$ cat src/ddrt_regs.svh
// Constants for the dual direction registered transceiver
`ifndef DDRT_REGS_SVH
`define DDRT_REGS_SVH

// Width of one independent half of the data path
`define DDRT_HALF_W 8
// Number of independent halves
`define DDRT_HALVES 2
// Full data port width, both halves side by side
`define DDRT_PORT_W 16
// Flip-flop stages on every pin input
`define DDRT_SYNC_STAGES 2
// Output enable level that leaves a port undriven (active low enable)
`define DDRT_OE_OFF 1'b1
// Clock period in ns at 125 MHz
`define DDRT_CLK_PERIOD_NS 8
// Clock edges after reset before the pin history holds real levels
`define DDRT_ARM_EDGES 3

`endif

$ cat src/ddrt_pkg.sv
// Types shared by the transceiver design files
package ddrt_pkg;

   // Control pins of one transfer direction, one bit per half
   typedef struct packed {
      logic [1:0] capture_clock;     // Rising edge loads the direction's register
      logic [1:0] capture_enable_n;  // Low allows a load on that edge
      logic [1:0] output_enable_n;   // Low drives the far port
   } ddrt_dir_ctrl_t;

endpackage : ddrt_pkg

$ cat src/ddrt_top.sv
// Dual direction registered transceiver, two 8-bit halves
`timescale 1ns/1ps
`include "ddrt_regs.svh"

module ddrt_top
   import ddrt_pkg::*;
(
   input wire logic clk_in,
   input wire logic rst_b_in,
   input wire ddrt_dir_ctrl_t fwd_ctrl_in,
   input wire ddrt_dir_ctrl_t rev_ctrl_in,
   input wire logic [`DDRT_PORT_W-1:0] a_port_in,
   output logic [`DDRT_PORT_W-1:0] a_port_out,
   output logic [`DDRT_PORT_W-1:0] a_port_oe_b_out,
   input wire logic [`DDRT_PORT_W-1:0] b_port_in,
   output logic [`DDRT_PORT_W-1:0] b_port_out,
   output logic [`DDRT_PORT_W-1:0] b_port_oe_b_out
);

   // Spread one enable bit per half over that half's eight lanes
   function automatic logic [`DDRT_PORT_W-1:0] ddrt_spread(input logic [1:0] v);
      ddrt_spread = {{`DDRT_HALF_W{v[1]}}, {`DDRT_HALF_W{v[0]}}};
   endfunction : ddrt_spread

   // Synchronised control pins; controls and data share the same delay
   ddrt_dir_ctrl_t fwd_s;  // Forward controls after two stages
   ddrt_dir_ctrl_t rev_s;  // Reverse controls after two stages
   logic [`DDRT_PORT_W-1:0] a_sync;  // Port A data after two stages
   logic [`DDRT_PORT_W-1:0] b_sync;  // Port B data after two stages

   // Previous synchronised capture clocks for edge detection
   logic [1:0] fwd_clk_q;
   logic [1:0] rev_clk_q;

   // Edges counted since reset release
   logic [1:0] arm_cnt;
   wire armed;  // Pin history is real, loads and drives allowed

   // Undriven value for a whole port
   wire [`DDRT_PORT_W-1:0] oe_all_off;

   // Per half load strobes
   wire [1:0] fwd_edge;
   wire [1:0] rev_edge;
   wire [1:0] fwd_load;
   wire [1:0] rev_load;

   // Data registers of both directions
   logic [`DDRT_PORT_W-1:0] fwd_data;  // Drives port B
   logic [`DDRT_PORT_W-1:0] rev_data;  // Drives port A

   // Next values of the output enables
   wire [`DDRT_PORT_W-1:0] next_b_oe_b;
   wire [`DDRT_PORT_W-1:0] next_a_oe_b;

   // Controls pass two flip-flops; the far side keeps them defined
   ddrt_sync #(.W($bits(ddrt_dir_ctrl_t))) u_fwd_sync (
      .clk_in(clk_in),
      .rst_b_in(rst_b_in),
      .async_in(fwd_ctrl_in),
      .sync_out(fwd_s)
   );

   // Reverse controls, same delay as the forward ones
   ddrt_sync #(.W($bits(ddrt_dir_ctrl_t))) u_rev_sync (
      .clk_in(clk_in),
      .rst_b_in(rst_b_in),
      .async_in(rev_ctrl_in),
      .sync_out(rev_s)
   );

   // Port A data, aligned with the control path
   ddrt_sync #(.W(`DDRT_PORT_W)) u_a_sync (
      .clk_in(clk_in),
      .rst_b_in(rst_b_in),
      .async_in(a_port_in),
      .sync_out(a_sync)
   );

   // Port B data, aligned with the control path
   ddrt_sync #(.W(`DDRT_PORT_W)) u_b_sync (
      .clk_in(clk_in),
      .rst_b_in(rst_b_in),
      .async_in(b_port_in),
      .sync_out(b_sync)
   );

   // Edge history; cleared on reset, trusted only once armed
   always_ff @(posedge clk_in or negedge rst_b_in) begin
      if (!rst_b_in) begin
         fwd_clk_q <= '0;
         rev_clk_q <= '0;
      end else begin
         fwd_clk_q <= fwd_s.capture_clock;
         rev_clk_q <= rev_s.capture_clock;
      end
   end

   // Synchronisers show cleared levels for a while after reset, so a clock
   // pin already high at release would look like a fresh edge without this
   always_ff @(posedge clk_in or negedge rst_b_in) begin
      if (!rst_b_in) begin
         arm_cnt <= '0;
      end else if (!armed) begin
         arm_cnt <= arm_cnt + 2'h1;
      end
   end

   // Armed once edge history and enables both hold real pin levels
   assign armed = (arm_cnt == 2'(`DDRT_ARM_EDGES));
   assign oe_all_off = {`DDRT_PORT_W{`DDRT_OE_OFF}};

   // Rising edges of each half's capture clock
   assign fwd_edge = fwd_s.capture_clock & ~fwd_clk_q;
   assign rev_edge = rev_s.capture_clock & ~rev_clk_q;

   // Load only when the active-low capture enable is low
   assign fwd_load = fwd_edge & ~fwd_s.capture_enable_n & {2{armed}};
   assign rev_load = rev_edge & ~rev_s.capture_enable_n & {2{armed}};

   // Output enables follow the synchronised pins, per half
   // Cleared enable stages read as drive, so ports stay off until armed
   assign next_b_oe_b = armed ? ddrt_spread(fwd_s.output_enable_n) : oe_all_off;
   assign next_a_oe_b = armed ? ddrt_spread(rev_s.output_enable_n) : oe_all_off;

   // Each half loads on its own strobe, so halves never disturb each other
   // No reset here: contents are unknown until the first load
   always_ff @(posedge clk_in) begin
      for (int h = 0; h < `DDRT_HALVES; h++) begin
         if (fwd_load[h]) begin
            fwd_data[h*`DDRT_HALF_W +: `DDRT_HALF_W] <= a_sync[h*`DDRT_HALF_W +: `DDRT_HALF_W];
         end // Held otherwise
      end
   end

   // Reverse register, same form on its own controls
   always_ff @(posedge clk_in) begin
      for (int h = 0; h < `DDRT_HALVES; h++) begin
         if (rev_load[h]) begin
            rev_data[h*`DDRT_HALF_W +: `DDRT_HALF_W] <= b_sync[h*`DDRT_HALF_W +: `DDRT_HALF_W];
         end // Held otherwise
      end
   end

   // Enables reset to undriven, so ports float until told otherwise
   always_ff @(posedge clk_in or negedge rst_b_in) begin
      if (!rst_b_in) begin
         b_port_oe_b_out <= {`DDRT_PORT_W{`DDRT_OE_OFF}};
         a_port_oe_b_out <= {`DDRT_PORT_W{`DDRT_OE_OFF}};
      end else begin
         b_port_oe_b_out <= next_b_oe_b;
         a_port_oe_b_out <= next_a_oe_b;
      end
   end

   // Port data comes straight from the data registers
   assign b_port_out = fwd_data;
   assign a_port_out = rev_data;
endmodule : ddrt_top

$ cat src/ddrt_sync.sv
// Two flip-flop synchroniser for pin inputs
`timescale 1ns/1ps
`include "ddrt_regs.svh"

module ddrt_sync #(
   parameter int W = 1
) (
   input wire logic clk_in,
   input wire logic rst_b_in,
   input wire logic [W-1:0] async_in,
   output logic [W-1:0] sync_out
);

   // First stage is read only by the second stage
   logic [W-1:0] meta;

   // Both stages clear on reset so no pin level leaks into reset state
   always_ff @(posedge clk_in or negedge rst_b_in) begin
      if (!rst_b_in) begin
         meta <= '0;
         sync_out <= '0;
      end else begin
         meta <= async_in;
         sync_out <= meta;
      end
   end

endmodule : ddrt_sync

$ cat config.mk
export PLATFORM = sky130hd
export DESIGN_NAME = ddrt_top
export DESIGN_NICKNAME = d
export VERILOG_FILES = /design/src/ddrt_pkg.sv /design/src/ddrt_top.sv /design/src/ddrt_sync.sv
export VERILOG_INCLUDE_DIRS = /design/src
export SDC_FILE = /design/constraint.sdc
export NUM_CORES = 1
export LEC_CHECK = 0
export ABC_AREA = 1
export BUFFER_PORTS_ARGS = -buffer_cell sky130_fd_sc_hd__buf_2
export CELL_PAD_IN_SITES_DETAIL_PLACEMENT = 1
export CELL_PAD_IN_SITES_GLOBAL_PLACEMENT = 1
export CORE_UTILIZATION = 42
export CTS_CLUSTER_SIZE = 8
export DETAILED_ROUTE_END_ITERATION = 16
export MAX_ROUTING_LAYER = met4
export PLACE_DENSITY_LB_ADDON = 0.25
export SLEW_MARGIN = 5
export SYNTH_ARGS = -nofsm -noshare
export SYNTH_HDL_FRONTEND = slang
export SYNTH_HIERARCHICAL = 1
export SYNTH_SLANG_ARGS = --single-unit
$ cat constraint.sdc
create_clock -name clk_in -period 1.6 [get_ports clk_in]
set_input_delay 0.24 -clock clk_in [delete_from_list [all_inputs] [get_ports clk_in]]
set_output_delay 0.24 -clock clk_in [all_outputs]
set_load 0.05 [all_outputs]
==> flow_metrics.tcl <==
set metrics [dict create \
    place_ws_ns 0.2291 \
    root_buffer "clkbuf_8" \
    cts_sinks 130 \
    cts-htree-levels 4 \
    holdWs_ns 0.1825 \
    maxSlewHeadroom_pct 81.20 \
    seq_area_um2 3418 \
    yosysTopAreaCellShare_pct 62.17 \
    regToRegEndpoint "a_port_out[6]$_DFFE_PP_" \
    firstDrtPassIters 4 \
    initialDrtViolationCount 85 \
    vdd_drop_max_mv 0.8642 \
    drc 0 \
    setup_viol 0 \
    wl_per_cell_um 15.51 \
    synth_cells 192 \
    period_needed_ns 1.578 \
    path_cells "buf_4" \
    gp_congestion 0.6807 \
    cp_num_buf_inv 1 \
    clkLatencyLatePin_ns 0.51 \
    syn_area_um2 3784 \
    slew_viol_final 0 \
    num_rows 34 \
    r2r_slack_ns 0.25 \
    crit_path_end_kind "output pin" \
    cts_setup_buffers 0 \
    crit_fanout 8 \
    diodes 0 \
    synth_area_leaders "dfrtp_1 62%, edfxtp_1 25%, buf_4 5.6%, dfstp_2 2.8%, nand2_1 1.4%" \
    grt_start_max_net_pins 41 \
    fin_crit_sh_pct 98.66 \
    cts.path.max_buffers 2 \
    slowest_stage "dfstp_2" \
    rsz0062_at_grt "yes" \
    area_growth_pct 43.06 \
    ant_nets 0 \
    synth_cell_types 10 \
    fmax_mhz 633.5 \
    start_util_pct 43.39 \
    hold_class "input port to async pin" \
    ios 110 \
    grt_pass1_wl_mm 11.71 \
    synth_top_area_cell "dfrtp_1" \
    ys_ff_latch 130 \
    die_area_um2 9393 \
    first_global_vias 2256 \
    tns_ns 0 \
    syn_avg_cell_area_um2 19.71 \
    overflow 0 \
    critPathTopFamily "flip-flops" \
    die_w_um 96.92 \
    cp-start-kind "flip-flop" \
    wl_mm 7.197 \
    reg2reg_depth 4 \
    hpwl_mm 4.286 \
    clk_pin_slew_worst_paths_ns 0.06 \
    arrival_ns 1.34 \
    fin_skew_ns 0.007516 \
    max_stage_delay_ns 0.61 \
    multi_input_area_um2 117.6 \
    drive_gt1_share_pct 42.42 \
    finalNetCount 392 \
    cellPowerDensity_nw_per_um2 1419 \
    cts_made_buffers 17 \
    numPlacedInstances 388 \
    setup_slack_ns 0.02151 \
    crit_path_start "b_port_oe_b_out[14]$_DFF_PN1_" \
    io_buffers 109 \
    die_h_um 96.92 \
    nFillCells 791 \
    max_cap_violations 0 \
    grt_use_total_pct 17.95 \
    final_hold_viol_count 0 \
    tightest_slew_ns 0.2821 \
    outcome "completed" \
    core-area_um2 8721 \
    timing.rr.start "arm_cnt[0]$_DFFE_PN0P_" \
    p_leak_nw 2.523 \
    crit_type "flip-flop to output pin" \
    seq_area_frac_synth_pct 90.34 \
    cts_tree "done" \
    yosys_warnings 6 \
    syn-num-nets 240 \
    required_ns 1.36 \
    finalNonFillerCells 464 \
    viasPerCell 4.194 \
    vias 1946 \
    antenna_found_initial 0 \
]
==> per-layer routing <==
metal | part of all wire, % | track usage (%) | routed length (um) | vias to the layer above
li1 | - | - | - | 893
met1 | 37 | 18.57 | 2675 | 966
met2 | 55 | 30.50 | 3977 | 77
met3 | 6.0 | 6.647 | 433 | 10
met4 | 1.5 | 7.922 | 110 | 0
met5 | 0 | - | 0 | -
==> per-stage QoR <==
stage | utilization, % | power [mW] | area, um^2
2_1_floorplan | - | 3.956 | 3784
3_3_place_gp | 49.56 | 4.086 | 4322
3_5_place_dp | 49.56 | 4.110 | 4322
4_1_cts | 61.28 | 7.758 | 5344
5_1_grt | 62.07 | 7.966 | 5413
6_report | 62.07 | 7.681 | 5413
==> cell type report <==
cell class,instances,share of cell area [%]
well taps,108,2.497
clock buffers,19,8.183
inverters,10,0.6935
flip-flops and latches,130,63.15
repair buffers,161,21.34
multi-input cells,24,2.173
clock inverters,12,1.965
==> logic make-up (layout without fill, tap and decap cells) <==
group | count (synthesis) | after routing | share of synthesized area [%]
simple gates | 22 | 22 | 2.447
flops | 130 | 130 | 90.34
fa+ha+maj | 2 | 2 | 0.6613
buf+inv | 38 | 202 | 6.547
==> layout by cell type (no fill, tap or decap) <==
cell           Yosys  routed
dfrtp_1           94      94
buf_2              0      76
dlygate4sd3_1      0      45
edfxtp_1          32      32
buf_4             28      31
clkbuf_16          0      17
nand2_1           14      14
inv_1              9       9
clkbuf_4           0       5
nor2_1             4       4
or2_1              4       4
dfstp_2            4       4
clkinv_4           0       4
clkinv_2           0       3
inv_4              0       3
buf_6              0       3
ha_1               2       2
inv_2              1       1
clkbuf_8           0       1
clkinvlp_4         0       1
clkbuf_1           0       1
bufinv_16          0       1
buf_12             0       1
==> cells in the mapped netlist (all sizes together) <==
library cell   n
or2            4
inv           10
buf           28
dfstp          4
dfrtp         94
nor2           4
edfxtp        32
nand2         14
ha             2
==> repair_timing <==
action                     in CTS  in global routing
hold buffers                   45                  0
gates resized for setup         9                 44
hold endpoints to repair      138                  0
setup endpoints to repair      32                 23
==> worst max-delay path by stage <==
| stage | endpoint | slack [ns] | cells past startpoint |
|---|---|---|---|
| 2_1_floorplan | a_port_out[0]$_DFFE_PP_ | 0.22 | 3 |
| 3_3_place_gp | a_port_out[3]$_DFFE_PP_ | 0.30 | 4 |
| 3_5_place_dp | a_port_out[6]$_DFFE_PP_ | 0.23 | 4 |
| 4_1_cts | b_port_oe_b_out[11] | -0.03 | 1 |
| 5_1_grt | b_port_oe_b_out[5] | -0.04 | 1 |
| 6_report | b_port_oe_b_out[12] | 0.02 | 1 |
==> sequential cells by signal, summed over array words and instances, names as in the netlist <==
name and count:
u_a_sync/meta 16, b_port_out 16, u_rev_sync/sync_out 6, u_rev_sync/meta 6, u_fwd_sync/sync_out 6, a_port_oe_b_out 2, u_a_sync/sync_out 16, u_fwd_sync/meta 6
arm_cnt 2, u_b_sync/meta 16, a_port_out 16, fwd_clk_q 2, u_b_sync/sync_out 16, rev_clk_q 2, b_port_oe_b_out 2
==> report_power, final <==
group	leakage (nW)	switching [mW]	total, mW	internal, mW
combinational	0.824	0.352	0.549	0.198
sequential	1.43	0.0538	3.61	3.56
clock	0.274	1.38	3.52	2.14
No activity file was read; power rests on OpenSTA's default activity.
